--- config.mk ---
export PLATFORM = sky130hd
export DESIGN_NAME = tegs_sequencer
export DESIGN_NICKNAME = d
export VERILOG_FILES = /design/src/tegs_pkg.sv /design/src/tegs_sequencer.sv
export SDC_FILE = /design/constraint.sdc
export NUM_CORES = 1
export LEC_CHECK = 0
export ABC_AREA = 1
export BUFFER_PORTS_ARGS = -buffer_cell sky130_fd_sc_hd__clkbuf_2
export CAP_MARGIN = 20
export CORE_MARGIN = 1.5
export CORE_UTILIZATION = 49
export DETAILED_ROUTE_END_ITERATION = 8
export PLACE_DENSITY = 0.71
export SYNTH_ARGS = -nofsm -noshare
export SYNTH_HDL_FRONTEND = slang
export SYNTH_SLANG_ARGS = --single-unit
--- constraint.sdc ---
create_clock -name mclk_i -period 1.33 [get_ports mclk_i]
set_input_delay 0 -clock mclk_i [delete_from_list [all_inputs] [get_ports mclk_i]]
set_output_delay 0 -clock mclk_i [all_outputs]
set_load 0.02 [all_outputs]
--- src/tegs_pkg.sv ---
// Package holding the register map, field layout and types of the sequencer.
package tegs_pkg;

  localparam int          ADDR_W        = 4;
  localparam int          DATA_W        = 32;
  localparam int          RES_W         = 16;
  localparam int          NUM_EMIT      = 3;

  // Word addresses on the Avalon-MM slave.
  localparam logic [3:0]  ADDR_CTRL     = 4'h0;
  localparam logic [3:0]  ADDR_TRIG     = 4'h1;
  localparam logic [3:0]  ADDR_FLAG     = 4'h2;
  localparam logic [3:0]  ADDR_STATUS   = 4'h3;
  localparam logic [3:0]  ADDR_INT_CLR  = 4'h4;
  localparam logic [3:0]  ADDR_INT_EN   = 4'h5;
  localparam logic [3:0]  ADDR_RES0     = 4'h6;
  localparam logic [3:0]  ADDR_RES1     = 4'h7;
  localparam logic [3:0]  ADDR_RES2     = 4'h8;

  // Control register fields.
  localparam int          CTRL_SEL_LSB  = 0;
  localparam int          CTRL_GEST     = 2;
  localparam int          CTRL_SSHOT    = 3;
  localparam int          CTRL_GINT     = 4;
  localparam int          CTRL_LOGIC    = 5;
  localparam int          CTRL_W        = 6;
  localparam logic [5:0]  CTRL_RST      = 6'h00;

  // Trigger register bit.
  localparam int          TRIG_BIT      = 0;

  // Event bits of the flag and interrupt registers.
  localparam int          EV_READY      = 0;
  localparam int          EV_SINGLE     = 1;
  localparam int          EV_W          = 2;
  localparam logic [1:0]  EV_ZERO       = 2'h0;

  localparam logic [1:0]  SEL_NONE      = 2'h0;
  localparam logic [15:0] RES_ZERO      = 16'h0000;
  localparam logic [31:0] RD_ZERO       = 32'h0000_0000;

  // Gray coded along idle, one, two, three.
  typedef enum logic [1:0] {
    ST_IDLE  = 2'b00,
    ST_EMIT1 = 2'b01,
    ST_EMIT2 = 2'b11,
    ST_EMIT3 = 2'b10
  } tegs_state_t;

  typedef struct packed {
    logic              read;
    logic              write;
    logic [ADDR_W-1:0] address;
    logic [DATA_W-1:0] writedata;
  } tegs_bus_req_t;

  typedef struct packed {
    logic              valid;
    logic [RES_W-1:0]  data;
  } tegs_meas_t;

endpackage

--- src/tegs_sequencer.sv ---
// Three-emitter proximity and gesture sequencer with Avalon-MM registers.
`timescale 1ns/1ps

module tegs_sequencer
  import tegs_pkg::*;
(
  input  wire logic              mclk_i,
  input  wire logic              rst_i,
  input  wire logic [ADDR_W-1:0] avs_address_i,
  input  wire logic              avs_read_i,
  input  wire logic              avs_write_i,
  input  wire logic [DATA_W-1:0] avs_writedata_i,
  output logic      [DATA_W-1:0] avs_readdata_o,
  output logic                   avs_waitrequest_o,
  output logic                   emitter_one_o,
  output logic                   emitter_two_o,
  output logic                   emitter_three_o,
  output logic                   meas_start_o,
  input  wire logic              meas_done_i,
  input  wire logic [RES_W-1:0]  meas_data_i,
  output logic                   alert_n_o,
  output logic                   irq_o
);

  tegs_bus_req_t    req;
  tegs_meas_t       meas;
  tegs_state_t      state_reg;
  tegs_state_t      state_next;
  logic [CTRL_W-1:0] ctrl_reg;
  logic              trig_reg;
  logic [EV_W-1:0]   flag_reg;
  logic [EV_W-1:0]   status_reg;
  logic [EV_W-1:0]   int_en_reg;
  logic [RES_W-1:0]  res_reg [NUM_EMIT];
  logic              ack_reg;
  logic [DATA_W-1:0] rdata_reg;
  logic              alert_n_reg;
  logic              irq_reg;
  logic              busy_reg;
  logic [1:0]        single_sel_reg;
  logic              done_q1;
  logic              done_q2;
  logic              done_q3;
  logic [RES_W-1:0]  data_q1;
  logic [RES_W-1:0]  data_q2;

  assign req.read      = avs_read_i;
  assign req.write     = avs_write_i;
  assign req.address   = avs_address_i;
  assign req.writedata = avs_writedata_i;

  // Measurement handshake from the analog front end crosses domains.
  // The done level passes two flops and the third gives its rising edge.
  // The data bus follows through the same two stages; the front end holds
  // it steady while done is high, so both agree once the edge is seen.
  always_ff @(posedge mclk_i) begin
    if (rst_i) begin
      done_q1 <= 1'b0;
      done_q2 <= 1'b0;
      done_q3 <= 1'b0;
      data_q1 <= RES_ZERO;
      data_q2 <= RES_ZERO;
    end else begin
      done_q1 <= meas_done_i;
      done_q2 <= done_q1;
      done_q3 <= done_q2;
      data_q1 <= meas_data_i;
      data_q2 <= data_q1;
    end
  end

  assign meas.valid = done_q2 & ~done_q3;
  assign meas.data  = data_q2;

  // One wait state per access keeps read data registered.
  // A master that drops its request during the wait state loses only that
  // access: nothing is taken unless the request still stands at the edge.
  wire access     = req.read | req.write;
  wire take       = access & ack_reg;
  wire wr_take    = take & req.write;
  wire rd_take    = take & req.read;
  wire wr_ctrl    = wr_take && (req.address == ADDR_CTRL);
  wire wr_trig    = wr_take && (req.address == ADDR_TRIG);
  wire wr_int_clr = wr_take && (req.address == ADDR_INT_CLR);
  wire wr_int_en  = wr_take && (req.address == ADDR_INT_EN);
  wire rd_flag    = rd_take && (req.address == ADDR_FLAG);

  assign avs_waitrequest_o = access & ~ack_reg;

  wire [1:0] sel      = ctrl_reg[CTRL_SEL_LSB +: 2];
  wire gest_en        = ctrl_reg[CTRL_GEST];
  wire sshot          = ctrl_reg[CTRL_SSHOT];
  wire gint_en        = ctrl_reg[CTRL_GINT];
  wire logic_mode     = ctrl_reg[CTRL_LOGIC];
  wire idle           = (state_reg == ST_IDLE) && !busy_reg;
  // Sweep only when both gesture and single-shot are on.
  wire sweep_go       = idle && trig_reg && gest_en && sshot;
  // Ordinary shot of the selected emitter; selection 0 means none.
  wire single_go      = idle && trig_reg && !gest_en && sshot
                        && (sel != SEL_NONE);
  // Free-running ordinary mode when single-shot and gesture are both off.
  wire free_go        = idle && !sshot && !gest_en
                        && (sel != SEL_NONE);
  wire sweep_done     = (state_reg == ST_EMIT3) && meas.valid;

  wire [EV_W-1:0] ev_set;
  assign ev_set[EV_READY]  = sweep_done;
  assign ev_set[EV_SINGLE] = busy_reg && meas.valid;

  // The sweep steps on each synchronised result. A trigger written while a
  // sweep runs waits in its bit and starts the next sweep once idle.
  always_comb begin
    state_next = state_reg;
    case (state_reg)
      ST_IDLE:  if (sweep_go) state_next = ST_EMIT1;
      ST_EMIT1: if (meas.valid) state_next = ST_EMIT2;
      ST_EMIT2: if (meas.valid) state_next = ST_EMIT3;
      ST_EMIT3: if (meas.valid) state_next = ST_IDLE;
      default:  state_next = ST_IDLE;
    endcase
  end

  always_ff @(posedge mclk_i) begin
    if (rst_i) begin
      state_reg <= ST_IDLE;
    end else begin
      state_reg <= state_next;
    end
  end

  // Ordinary single measurement tracking.
  always_ff @(posedge mclk_i) begin
    if (rst_i) begin
      busy_reg       <= 1'b0;
      single_sel_reg <= SEL_NONE;
    end else if (single_go || free_go) begin
      busy_reg       <= 1'b1;
      single_sel_reg <= sel;
    end else if (meas.valid) begin
      busy_reg       <= 1'b0;
    end
  end

  // The emitter must already shine in the cycle of the start pulse, so the
  // drive looks at the next busy state rather than the registered one.
  wire       single_start = single_go || free_go;
  wire       busy_next    = single_start || (busy_reg && !meas.valid);
  wire [1:0] sel_next     = single_start ? sel : single_sel_reg;

  // Emitter drive follows the sweep step or the single selection.
  always_ff @(posedge mclk_i) begin
    if (rst_i) begin
      emitter_one_o   <= 1'b0;
      emitter_two_o   <= 1'b0;
      emitter_three_o <= 1'b0;
      meas_start_o    <= 1'b0;
    end else begin
      emitter_one_o   <= (state_next == ST_EMIT1) ||
                         (busy_next && sel_next == 2'h1);
      emitter_two_o   <= (state_next == ST_EMIT2) ||
                         (busy_next && sel_next == 2'h2);
      emitter_three_o <= (state_next == ST_EMIT3) ||
                         (busy_next && sel_next == 2'h3);
      meas_start_o    <= sweep_go || single_go || free_go ||
                         ((state_reg != ST_EMIT3) &&
                          (state_reg != ST_IDLE) && meas.valid);
    end
  end

  // Results: the sweep writes channels in order, a single shot its own.
  // Each channel keeps its last result until the next hit on it.
  genvar gi;
  generate
    for (gi = 0; gi < NUM_EMIT; gi++) begin : g_res
      localparam logic [1:0] STEP_SEL = 2'(gi + 1);
      wire sweep_hit = meas.valid &&
        ((gi == 0 && state_reg == ST_EMIT1) ||
         (gi == 1 && state_reg == ST_EMIT2) ||
         (gi == 2 && state_reg == ST_EMIT3));
      wire single_hit = meas.valid && busy_reg &&
                        (single_sel_reg == STEP_SEL);
      always_ff @(posedge mclk_i) begin
        if (rst_i) begin
          res_reg[gi] <= RES_ZERO;
        end else if (sweep_hit || single_hit) begin
          res_reg[gi] <= meas.data;
        end
      end
    end
  endgenerate

  // Control and trigger; trigger drops as soon as its work begins.
  // Writes to unmapped words fall through every decode and are dropped.
  always_ff @(posedge mclk_i) begin
    if (rst_i) begin
      ctrl_reg <= CTRL_RST;
      trig_reg <= 1'b0;
    end else begin
      if (wr_ctrl) begin
        ctrl_reg <= req.writedata[CTRL_W-1:0];
      end
      if (sweep_go || single_go) begin
        trig_reg <= 1'b0;
      end else if (wr_trig) begin
        trig_reg <= req.writedata[TRIG_BIT];
      end
    end
  end

  // The ready flag only counts when the gesture interrupt is enabled.
  wire [EV_W-1:0] flag_set;
  assign flag_set[EV_READY]  = ev_set[EV_READY] & gint_en;
  assign flag_set[EV_SINGLE] = ev_set[EV_SINGLE];

  // Only the bits that the host has just been shown are cleared, so an
  // event that lands during the read's wait state stays for the next read.
  wire [EV_W-1:0] flag_clr   = rd_flag ? rdata_reg[EV_W-1:0] : EV_ZERO;
  wire [EV_W-1:0] status_clr = wr_int_clr ? req.writedata[EV_W-1:0]
                                          : EV_ZERO;

  // Set wins over a clear in the same cycle, so no event is lost.
  always_ff @(posedge mclk_i) begin
    if (rst_i) begin
      flag_reg   <= EV_ZERO;
      status_reg <= EV_ZERO;
      int_en_reg <= EV_ZERO;
    end else begin
      flag_reg   <= (flag_reg & ~flag_clr) | flag_set;
      status_reg <= (status_reg & ~status_clr) | ev_set;
      if (wr_int_en) begin
        int_en_reg <= req.writedata[EV_W-1:0];
      end
    end
  end

  // In logic output mode the alert pin shows the last ready state only.
  // That trades the full flag view for a pin that tracks the sweep alone.
  wire alert_now = logic_mode ? flag_reg[EV_READY] : (|flag_reg);

  always_ff @(posedge mclk_i) begin
    if (rst_i) begin
      alert_n_reg <= 1'b1;
      irq_reg     <= 1'b0;
    end else begin
      alert_n_reg <= ~alert_now;
      // The interrupt is a level: it falls once every enabled bit is clear.
      irq_reg     <= |(status_reg & int_en_reg);
    end
  end

  assign alert_n_o = alert_n_reg;
  assign irq_o     = irq_reg;

  // Read select; the flag register reads its value before the clear.
  // Unmapped words and the write-only clear word read as zero.
  logic [DATA_W-1:0] rd_mux;

  always_comb begin
    rd_mux = RD_ZERO;
    if (req.address == ADDR_CTRL) begin
      rd_mux = DATA_W'(ctrl_reg);
    end else if (req.address == ADDR_TRIG) begin
      rd_mux = DATA_W'(trig_reg);
    end else if (req.address == ADDR_FLAG) begin
      rd_mux = DATA_W'(flag_reg);
    end else if (req.address == ADDR_STATUS) begin
      rd_mux = DATA_W'(status_reg);
    end else if (req.address == ADDR_INT_EN) begin
      rd_mux = DATA_W'(int_en_reg);
    end else if (req.address == ADDR_RES0) begin
      rd_mux = DATA_W'(res_reg[0]);
    end else if (req.address == ADDR_RES1) begin
      rd_mux = DATA_W'(res_reg[1]);
    end else if (req.address == ADDR_RES2) begin
      rd_mux = DATA_W'(res_reg[2]);
    end
  end

  always_ff @(posedge mclk_i) begin
    if (rst_i) begin
      ack_reg   <= 1'b0;
      rdata_reg <= RD_ZERO;
    end else begin
      ack_reg   <= access & ~ack_reg;
      rdata_reg <= rd_mux;
    end
  end

  assign avs_readdata_o = rdata_reg;

endmodule

## After elaboration in Yosys (flattened, before gate mapping)

Memory sizes are Yosys's and may differ from the RTL's.
Index checks and enable logic that the tools add are counted.

| storage, ports and cells | value |
|---|---|
| bits in registers | 92 |
| RAM bits | 48 |
| output and inout port bits | 39 |
| memories kept | 1 |

Memories:

| name | words | width | read ports | clocked after Yosys merged registers in | write ports | RTL line | text |
|---|---|---|---|---|---|---|---|
| res_reg | 3 | 16 | 3 | 0 | 3 | tegs_sequencer.sv:34 | `logic [RES_W-1:0] res_reg [NUM_EMIT];` |

| operators by class | value |
|---|---|
| equal/unequal tests | 21 |
| muxes and demuxes | 33 |
| bitwise operators | 20 |
| reduce and logical (&&, ||, !) cells | 53 |

Operators by type and width:

| kind | count |
|---|---|
| $mux W16 | 6 |
| $mux W6 | 5 |
| $logic_and A1 B1 Y1 | 28 |
| $eq A2 B2 Y1 const B | 8 |
| $eq A4 B3 Y1 const B | 4 |
| $mux W1 | 14 |
| $mux W2 | 7 |
| $logic_or A1 B1 Y1 | 11 |
| $eq A2 B1 Y1 const B | 4 |
| $eq A4 B2 Y1 const B | 2 |
| $pmux W2 S4 | 1 |
| $reduce_or A8 Y1 | 1 |
| $and A1 B1 Y1 | 6 |
| $and A2 B2 Y2 | 3 |
| $reduce_bool A2 Y1 | 3 |
| $reduce_or A2 Y1 | 3 |
| $reduce_or A6 Y1 | 1 |
| $eq A4 B1 Y1 const B | 1 |
| $eq A4 B4 Y1 const B | 1 |
| $logic_not A1 Y1 | 4 |
| $logic_not A4 Y1 | 1 |
| $not A2 Y2 | 2 |
| $or A1 B1 Y1 | 4 |
| $or A2 B2 Y2 | 2 |
| 3 further kinds | 5 |

## Logic depth before layout (Yosys ltp)

Gate-level depths: netlist of run 1.

| depth | value |
|---|---|
| depth after elaboration | 11 |
| depth in mapped cells | 10 |
| gate-level depth less buffers | 10 |

## Worst setup path after synthesis of run 1

OpenSTA, ideal clock, no wires.

| timing path | value |
|---|---|
| path type | register to register |
| start point | register done_q2 |
| end point | memory res_reg[0][0] (enable) |
| data arrival time | 1.122 ns |
| required time | 0.996 ns |
| path slack | -0.126 ns |
| stages on the path, launching flop included | 6 |
| buffers on the path | 0 |
| clock period less this slack | 1.456 ns |
| cells stage by stage | dfxtp_1 -> inv_2 -> nor2_4 -> nand2_2 -> o32ai_2 -> or2_2 |

RTL lines:

| item | RTL line | text |
|---|---|---|
| start: declaration | tegs_sequencer.sv:42 | `logic done_q2;` |
| start signal: assignment | tegs_sequencer.sv:65 | `done_q2 <= done_q1;` |
| end: declaration | tegs_sequencer.sv:34 |  |

==> flow_metrics.env, run 1 <==
export IMPL_finalPower_mw=8.979
export IMPL_p_per_area_nw_per_um2=1410
export IMPL_finalSetupViolations=85
export IMPL_start_util_pct=50.01
export IMPL_timing_final_crit_period_ns=1.461
export IMPL_die_area_um2=10490
export IMPL_grt_use_total_pct=20.47
export IMPL_grt_max_degree=19
export IMPL_worst_pin_slew_ns=0.6328
export IMPL_post_drt_wl_per_cell_um=12.67
export IMPL_num_io_pins=96
export IMPL_htree_levels=4
export IMPL_num_antenna_cells=0
export IMPL_fin_hold_ws_ns=0.03945
export IMPL_drt_pass1_iterations=5
export IMPL_ys_types=32
export IMPL_drc=0
export IMPL_grt_overflow=0
export IMPL_drt_total_wl_mm=10.05
export IMPL_fillers=741
export IMPL_rsz0062_at_grt="yes"
export IMPL_clk_latency_ns=0.51
export IMPL_p_leak_nw=2.751
export IMPL_die_x_um=102.4
export IMPL_vias_per_cell=4.672
export IMPL_antenna_found_initial=0
export IMPL_path_max_fanout=16
export IMPL_fin_nets=704
export IMPL_num_rows=36
export IMPL_slew_violations=0
export IMPL_worstReg2RegEnd="res_reg[0][6]"
export IMPL_syn_inst=534
export IMPL_synth_top_cell_by_area="dfxtp_1"
export IMPL_cts_root_buffer="clkbuf_8"
export IMPL_setup_ws_ns=-0.1313
export IMPL_hold_class="input port to register"
export IMPL_violations="negative setup slack"
export IMPL_hold_depth=6
export IMPL_ir_drop_v=0.0008489
export IMPL_worst_setup_path_end_kind="register"
export IMPL_synth_seq_area_share_pct=61.17
export IMPL_via_count=3705
export IMPL_grt_pass1_wl_mm=16.01
export IMPL_dp_hpwl_mm=6.328
export IMPL_clkPwrFrac_pct=49.1
export IMPL_p_seq_share_pct=45.5
export IMPL_switchingPower_mw=2.053
export IMPL_fmax_ghz=0.6843
export IMPL_synthArstFlopShare_pct=0
export IMPL_hold_violations=0
export IMPL_outcome="finished with violations"
export IMPL_slew_headroom_pct=57.58
export IMPL_netlist_area_um2=4843
export IMPL_cp_endpoint="res_reg[0][6]"
export IMPL_internal_power_mw=6.926
export IMPL_syn_avg_cell_area_um2=9.070
export IMPL_crit_start="done_q2"
export IMPL_reg2reg_depth=5
export IMPL_cts_buffer_depth=2
export IMPL_synth_seq_cells=124
export IMPL_clk_pin_slew_ns=0.06
export IMPL_synthFlopType="dfxtp_1"
export IMPL_largest_reg_flops=48
export IMPL_area_growth_pct=31.46
export IMPL_yosys_warnings=0
export IMPL_synth_area_top_cells="dfxtp_1 (31%), edfxtp_1 (30%), nor2_1 (7.8%), inv_1 (6.4%), nand2_1 (6.3%)"
export IMPL_ant_nets=0
export IMPL_cp_start_kind="register"
export IMPL_synth_most_common_cell="nor2_1"
export IMPL_r2r_setup_slack_ns=-0.13
export IMPL_synth_top_cell_area_share_pct=31.41
export IMPL_grt_pass1_vias=3498
export IMPL_final_layout_size_suffix_gt1_share_pct=24.55
export IMPL_drv_cap=0
export IMPL_switching_share_pct=22.87
export IMPL_worstReg2RegStart="done_q2"
export IMPL_synth_edff_count=48
export IMPL_crit_arrival_ns=1.65
export IMPL_finClkSkew_ns=0.007325
export IMPL_dieHeight_um=102.4
export IMPL_coreArea_um2=9684
export IMPL_crit_type="register to register"
export IMPL_drt_initial_drc_count=231
export IMPL_pwr_share_comb_pct=5.4
export IMPL_cts_tree="built"
export IMPL_synth_commonest_cells="nor2_1 (101), inv_1 (83), nand2_1 (81)"
export IMPL_gp_congestion=0.8877
export IMPL_cts_buffers=17
export IMPL_portBuffers=53
export IMPL_required_ns=1.52
export IMPL_clock_sinks=124
export IMPL_fin_crit_sh_pct=109.9
critical path: stages, from the launching register on:
cell     delay [ns]
dfxtp_2        0.32
inv_2          0.04
nor2_4         0.12
nand2_4        0.10
o32ai_4        0.23
or2_4          0.32
layer usage:
layer  vias up  track usage, %  share of wire, %
met5         -               0                 0
met4         0           8.535               1.6
met3        14           4.720               5.6
met2       134           33.98                50
met1      1687           25.83                43
li1       1870               -                 -
cell type report:
class	count	area (µm²)	share of cell area, %
Clock buffer	17	414.1	6.504
Clock inverter	15	160.2	2.515
Inverter	91	341.6	5.365
Multi-Input combinational cell	304	1553	24.39
Sequential cell	124	2964	46.55
Tap cell	133	166.4	2.613
Timing Repair Buffer	109	768.2	12.07
power by group through the flow:
stage | sequential (mW) | combinational, mW | clock, mW
4_1_cts | 4.09 | 0.472 | 4.46
3_5_place_dp | 4.17 | 0.388 | 0
2_1_floorplan | 4.17 | 0.284 | 0
5_1_grt | 4.10 | 0.537 | 4.66
3_3_place_gp | 4.17 | 0.380 | 0
6_report | 4.09 | 0.482 | 4.41
placed cells by master (no fill, tap or decap), types with 4 or more instances in the layout:
cell,n
conb_1,16
clkbuf_16,16
edfxtp_1,48
nor2_2,19
inv_6,6
nor2_4,4
or2_4,4
nand3_1,43
clkbuf_2,53
nand2_1,78
o21ai_0,7
o21ai_1,4
buf_4,24
a21oi_1,15
dlygate4sd3_1,30
inv_1,83
dfxtp_1,75
inv_2,6
nor2_1,82
kinds of logic (layout without fill, tap and decap cells):
family,after synthesis,after routing,synth area share [%]
and+or+nand+nor,248,250,21.78
DFF,124,124,61.17
buffers and inverters,123,232,11.62
AOI/OAI and AO/OA,38,38,5.347
other,1,16,0.07743
worst min path at each step:
stage / from / end
2_1_floorplan: meas_data_i[0] / data_q1[0]
3_5_place_dp: meas_data_i[15] / data_q1[15]
6_report: avs_address_i[3] / int_en_reg[1]
3_3_place_gp: meas_data_i[13] / data_q1[13]
4_1_cts: avs_address_i[3] / int_en_reg[1]
5_1_grt: rst_i / done_q3
metrics by stage:
step                      TNS (ns)  cells  instance area [µm²]  setup slack [ns]  utilization (%)
after global routing        -15.36    793                 6367           -0.1962            65.75
after detailed placement    -8.666    725                 5323           -0.1366            54.96
final                       -7.199    793                 6367           -0.1313            65.75
after floorplan             -1.559    549                 4947          -0.04031                -
after CTS                   -6.714    791                 6304           -0.1069            65.09
after global placement      -5.173    725                 5323          -0.08933            54.96
what timing repair did:
| action | 4_1_cts | 5_1_grt |
|---|---|---|
| hold endpoints to repair | 36 | 0 |
| endpoints found under the setup margin | 98 | 110 |
| resized for setup | 19 | 16 |
| setup buffers | 2 | 2 |
| hold buffers | 30 | 0 |
| pin swaps | 4 | 2 |
| gates cloned | 2 | 0 |
Note: power is estimated with default switching activity, not from simulation.
==> run 2, diff against run 1 <==
--- a/config.mk
+++ b/config.mk
@@ -9,9 +9,10 @@
 export BUFFER_PORTS_ARGS = -buffer_cell sky130_fd_sc_hd__clkbuf_2
 export CAP_MARGIN = 20
 export CORE_MARGIN = 1.5
-export CORE_UTILIZATION = 49
+export CORE_UTILIZATION = 39
 export DETAILED_ROUTE_END_ITERATION = 8
-export PLACE_DENSITY = 0.71
+export MAX_ROUTING_LAYER = met4
+export PLACE_DENSITY = 0.58
 export SYNTH_ARGS = -nofsm -noshare
 export SYNTH_HDL_FRONTEND = slang
 export SYNTH_SLANG_ARGS = --single-unit
==> run 2 against run 1 <==
- the run still ends with negative setup slack left
- sequential share of layout area is 0.39 points lower
- global-route usage decreased by 3.7 points
- core utilization is 13 points lower
- setup slack worse by 0.042 ns
- combinational power about the same
- cell count increased by 3.9%
==> flow_metrics.env, run 2 (synthesis results as in run 1) <==
export IMPL_outcome="finished with violations"
export IMPL_violations="negative setup slack"
export IMPL_htree_levels=4
export IMPL_fillers=1086
export IMPL_hold_class="input port to register"
export IMPL_met2_usage_pct=25.87
export IMPL_cp_start_kind="register"
export IMPL_cts_buffer_depth=2
export IMPL_num_rows=40
export IMPL_largest_reg_flops=48
export IMPL_worstReg2RegEnd="res_reg[1][8]"
export IMPL_grt_pass1_vias=3344
export IMPL_dieHeight_um=114.4
export IMPL_mostFrequentLayoutCells="inv_1 (83), nand2_1 (78), dfxtp_1 (75)"
export IMPL_clk_pin_slew_ns=0.06
export IMPL_via_count=3624
export IMPL_drc=0
export IMPL_dp_cells=760
export IMPL_crit_arrival_ns=1.77
export IMPL_p_per_area_nw_per_um2=1388
export IMPL_final_layout_size_suffix_gt1_share_pct=26.52
export IMPL_cts_root_buffer="clkbuf_16"
export IMPL_timing_final_crit_period_ns=1.503
export IMPL_post_drt_wl_per_cell_um=12.34
export IMPL_fin_crit_sh_pct=113.0
export IMPL_cts_buffers=17
export IMPL_worstReg2RegStart="done_q2"
export IMPL_portBuffers=53
export IMPL_drt_total_wl_mm=10.17
export IMPL_setup_ws_ns=-0.1731
export IMPL_crit_start="done_q2"
export IMPL_clock_sinks=124
export IMPL_worst_pin_slew_ns=0.7289
export IMPL_crit_path_cell_trace="inv_2 > nor2_4 > nand2_4 > o32ai_4 > buf_6 > nand2_4 > nor2_1"
export IMPL_ir_drop_v=0.0006599
export IMPL_start_util_pct=40.16
export IMPL_critPathBufInv=2
export IMPL_crit_type="register to register"
export IMPL_required_ns=1.59
export IMPL_cp_endpoint="res_reg[1][8]"
export IMPL_area_growth_pct=32.58
export IMPL_fmax_ghz=0.6653
export IMPL_critPathMaxStageDelay_ns=0.32
export IMPL_antenna_found_initial=0
export IMPL_slew_headroom_pct=51.10
export IMPL_grt_use_met1_pct=20.99
export IMPL_top_usage_layer="met2"
export IMPL_r2r_setup_slack_ns=-0.17
export IMPL_gp_congestion=0.8420
export IMPL_clk_latency_ns=0.41
export IMPL_die_x_um=114.4
export IMPL_die_area_um2=13100
export IMPL_hold_violations=0
export IMPL_crit_top_cell="nand2_4"
export IMPL_fin_nets=700
export IMPL_num_antenna_cells=0
export IMPL_cp_depth=7
export IMPL_num_io_pins=96
export IMPL_dp_hpwl_mm=6.755
export IMPL_finClkSkew_ns=0.007934
export IMPL_coreArea_um2=12060
export IMPL_ant_nets=0
export IMPL_grt_use_total_pct=16.79
export IMPL_slew_violations=0
export IMPL_layout_commonest_cell="inv_1"
export IMPL_p_leak_nw=2.740
export IMPL_drt_initial_drc_count=152
export IMPL_cts_tree="built"
export IMPL_rsz0062_at_grt="yes"
export IMPL_worst_setup_path_end_kind="register"
export IMPL_vias_per_cell=4.398
export IMPL_layout_cells_non_filler=824
export IMPL_finalSetupViolations=96
export IMPL_reg2reg_depth=7
export IMPL_final_core_util_pct=53.24
export IMPL_grt_overflow=0
export IMPL_path_max_fanout=8
export IMPL_met3_usage_pct=3.917
export IMPL_cp_top_family="simple AND/OR/NAND/NOR gates"
export IMPL_drt_pass1_iterations=4
export IMPL_crit_slowest_cell="dfxtp_2"
export IMPL_grt_pass1_wl_mm=16.03
export IMPL_drv_cap=0
export IMPL_grt_max_degree=34
[run 2: cell count changes in the layout (fill, tap and decap cells not counted), moves of 2 or more]
cell           before  now
nor2_1             82   72
nor2_4              4    9
inv_4               1    3
or2_4               4    6
nor2_2             19   24
inv_8               0    2
dlygate4sd3_1      30   25
inv_6               6    3
[run 2: final cells by class]
class	instances	area, µm²	area share (%)
clock buffers	17	425.4	6.625
clock inverters	15	135.1	2.104
inverters	91	341.6	5.320
multi-input cells	306	1625	25.31
flip-flops and latches	124	2964	46.16
well taps	168	210.2	3.274
repair buffers	103	719.4	11.20
[run 2: through the flow]
stage | cell area, µm² | setup slack (ns) | hold slack (ns) | setup TNS, ns | total power [mW]
finish | 6421 | -0.1731 | 0.03386 | -8.918 | 8.912
detailed placement | 5379 | -0.1440 | 0.1951 | -9.772 | 4.567
global route | 6421 | -0.2513 | 0.06154 | -17.17 | 9.202
floorplan | 4947 | -0.04031 | 0.1070 | -1.559 | 4.453
global placement | 5379 | -0.1045 | 0.1930 | -6.139 | 4.558
CTS | 6287 | -0.1377 | 0.01986 | -8.672 | 8.954
[run 2: how the worst min path moves through the flow]
stage                                start       endpoint  slack (ns)  depth (start not counted)
after floorplan             meas_data_i[0]     data_q1[0]        0.11                          2
after global placement      meas_data_i[4]     data_q1[4]        0.19                          3
after detailed placement    meas_data_i[2]     data_q1[2]        0.20                          3
after CTS                 avs_address_i[1]  int_en_reg[1]        0.02                          4
after global routing      avs_address_i[1]  int_en_reg[1]        0.06                          4
final                     avs_address_i[1]  int_en_reg[1]        0.03                          4
[run 2: worst register-to-register path: stages, from the launching register on]
cell,delay (ns)
dfxtp_2,0.32
inv_2,0.04
nor2_4,0.13
nand2_4,0.10
o32ai_4,0.29
buf_6,0.18
nand2_4,0.14
nor2_1,0.16
[run 2: metal layers]
metal / vias to the layer above / share of wire (%)
met3: 19 / 4.8
met4: 0 / 2.1
li1: 1868 / -
met1: 1629 / 46
met5: - / 0
met2: 108 / 47
[run 2: report_power, final]
part	total (mW)	leakage (nW)	switching [mW]	internal (mW)
logic	0.479	1.34	0.305	0.174
clock network	4.34	0.287	1.74	2.60
registers	4.09	1.12	0.0388	4.05
[run 2: repair_timing]
action | in CTS | in global routing
pin swaps | 3 | 3
buffers inserted | 2 | 1
endpoints found under the setup margin | 97 | 107
gates cloned | 3 | 1
gates resized for setup | 16 | 35
hold buffers | 25 | 0
hold endpoints to repair | 30 | 0
==> run 3, diff against run 2 <==
--- a/config.mk
+++ b/config.mk
@@ -8,11 +8,13 @@
 export ABC_AREA = 1
 export BUFFER_PORTS_ARGS = -buffer_cell sky130_fd_sc_hd__clkbuf_2
 export CAP_MARGIN = 20
+export CELL_PAD_IN_SITES_DETAIL_PLACEMENT = 1
+export CELL_PAD_IN_SITES_GLOBAL_PLACEMENT = 2
 export CORE_MARGIN = 1.5
-export CORE_UTILIZATION = 39
+export CORE_UTILIZATION = 33
 export DETAILED_ROUTE_END_ITERATION = 8
 export MAX_ROUTING_LAYER = met4
-export PLACE_DENSITY = 0.58
+export PLACE_DENSITY = 0.75
 export SYNTH_ARGS = -nofsm -noshare
 export SYNTH_HDL_FRONTEND = slang
 export SYNTH_SLANG_ARGS = --single-unit
==> constraint.sdc (replaced) <==
create_clock -name mclk_i -period 1.4 [get_ports mclk_i]
set_input_delay 0 -clock mclk_i [delete_from_list [all_inputs] [get_ports mclk_i]]
set_output_delay 0 -clock mclk_i [all_outputs]
set_load 0.02 [all_outputs]
==> run 3 against run 2 <==
- the flow still finishes with violations (negative setup slack)
- sequential power fell by 4.9%
- fmax rose by 1.3%
- register-to-register slack improved by 0.09 ns
- global-route usage rose by 0.56 points
- non-clock buffer count rose by 3
- clock skew fell by 0.0035 ns
- clock power rose by 5.1%
- critical endpoint is now res_reg[0][0]
==> flow_metrics.env, run 3 (synthesis results as in run 1) <==
export IMPL_tns_ns=-4.264
export IMPL_dieHeight_um=124.2
export IMPL_clock_sinks=124
export IMPL_num_rows=44
export IMPL_drt_initial_drc_count=186
export IMPL_num_antenna_cells=0
export IMPL_cp_start_kind="register"
export IMPL_slew_violations=0
export IMPL_finClkSkew_ns=0.004451
export IMPL_p_leak_nw=2.760
export IMPL_ir_drop_v=0.0008182
export IMPL_cts_buffers=17
export IMPL_final_layout_size_suffix_gt1_share_pct=25.64
export IMPL_via_count=3701
export IMPL_start_util_pct=33.58
export IMPL_dp_hpwl_mm=7.977
export IMPL_grt_max_degree=36
export IMPL_timing_final_crit_period_ns=1.483
export IMPL_worst_setup_path_end_kind="register"
export IMPL_slew_headroom_pct=53.58
export IMPL_mostFrequentLayoutCells="inv_1 (83), nand2_1 (79), nor2_1 (77)"
export IMPL_htree_levels=4
export IMPL_gp_congestion=0.7796
export IMPL_p_per_area_nw_per_um2=1367
export IMPL_grt_use_total_pct=17.35
export IMPL_fin_nets=703
export IMPL_antenna_found_initial=0
export IMPL_violations="negative setup slack"
export IMPL_cts_tree="built"
export IMPL_fin_hold_ws_ns=0.03665
export IMPL_fin_crit_sh_pct=106.0
export IMPL_drv_cap=0
export IMPL_r2r_setup_slack_ns=-0.08
export IMPL_area_growth_pct=34.82
export IMPL_dp_slack_ns=-0.1635
export IMPL_vias_per_cell=4.390
export IMPL_dp_cells=779
export IMPL_final_core_util_pct=45.27
export IMPL_ant_nets=0
export IMPL_num_io_pins=96
export IMPL_worst_pin_slew_ns=0.6926
export IMPL_layout_commonest_cell="inv_1"
export IMPL_fin_area_um2=6530
export IMPL_die_x_um=124.2
export IMPL_coreArea_um2=14420
export IMPL_finalPower_mw=8.924
export IMPL_hold_violations=0
export IMPL_crit_type="register to register"
export IMPL_post_drt_wl_per_cell_um=14.27
export IMPL_layout_cells_non_filler=843
export IMPL_drc=0
export IMPL_required_ns=1.51
export IMPL_crit_arrival_ns=1.60
export IMPL_clk_latency_ns=0.41
export IMPL_drt_total_wl_mm=12.03
export IMPL_place_area_um2=5394
export IMPL_grt_pass1_vias=3739
export IMPL_fmax_ghz=0.6741
export IMPL_cts_buffer_depth=2
export IMPL_path_max_fanout=8
export IMPL_rsz0062_at_grt="yes"
export IMPL_drt_pass1_iterations=4
export IMPL_grt_overflow=0
export IMPL_finalSetupViolations=80
export IMPL_die_area_um2=15410
export IMPL_setup_ws_ns=-0.08340
export IMPL_portBuffers=53
export IMPL_cts_root_buffer="clkbuf_16"
export IMPL_clk_pin_slew_ns=0.05
export IMPL_grt_pass1_wl_mm=18.97
export IMPL_largest_reg_flops=48
export IMPL_outcome="finished with violations"
export IMPL_hold_class="input port to register"
run 3: layout make-up:
type | instances | area (µm²)
tap | 184 | 230.2
sequential | 124 | 2968
timing repair buffer | 106 | 758.2
multi-input combinational | 306 | 1614
clock buffer | 20 | 446.7
inverter | 91 | 341.6
fill | 1672 | 7894
clock inverter | 12 | 171.4
run 3: path summary, 6_finish.rpt:
check,startpoint,end,cells past startpoint
hold / removal,avs_address_i[1],int_en_reg[1],4
hold reg to reg,done_q1,done_q2,2
setup / recovery,done_q2,res_reg[0][0],5
setup reg to reg,done_q2,res_reg[0][0],5
run 3: report_power, final:
part | switching, mW | internal [mW] | leakage (nW)
clock network | 1.56 | 3.01 | 0.289
logic | 0.303 | 0.171 | 1.35
registers | 0.0353 | 3.85 | 1.12
run 3: repair_timing:
action | 4_1_cts | 5_1_grt
pin swaps | 1 | 4
setup endpoints to repair | 80 | 102
hold endpoints to repair | 27 | 0
gates cloned | 3 | 1
resized for setup | 19 | 39
hold buffers | 25 | 0
buffers inserted | 2 | 1
run 3: per-layer routing:
metal | vias to the layer above | global-route usage [%] | wire (µm)
li1 | 1875 | - | -
met1 | 1748 | 20.66 | 5400
met2 | 65 | 28.23 | 6032
met3 | 13 | 3.846 | 418
met4 | 0 | 7.670 | 176
met5 | - | - | 0
run 3: worst max-delay path: stages, from the launching register on:
cell and delay [ns]:
dfxtp_2 0.32, inv_2 0.04, nor2_4 0.13, nand2_4 0.10
o32ai_4 0.32, or2_4 0.28
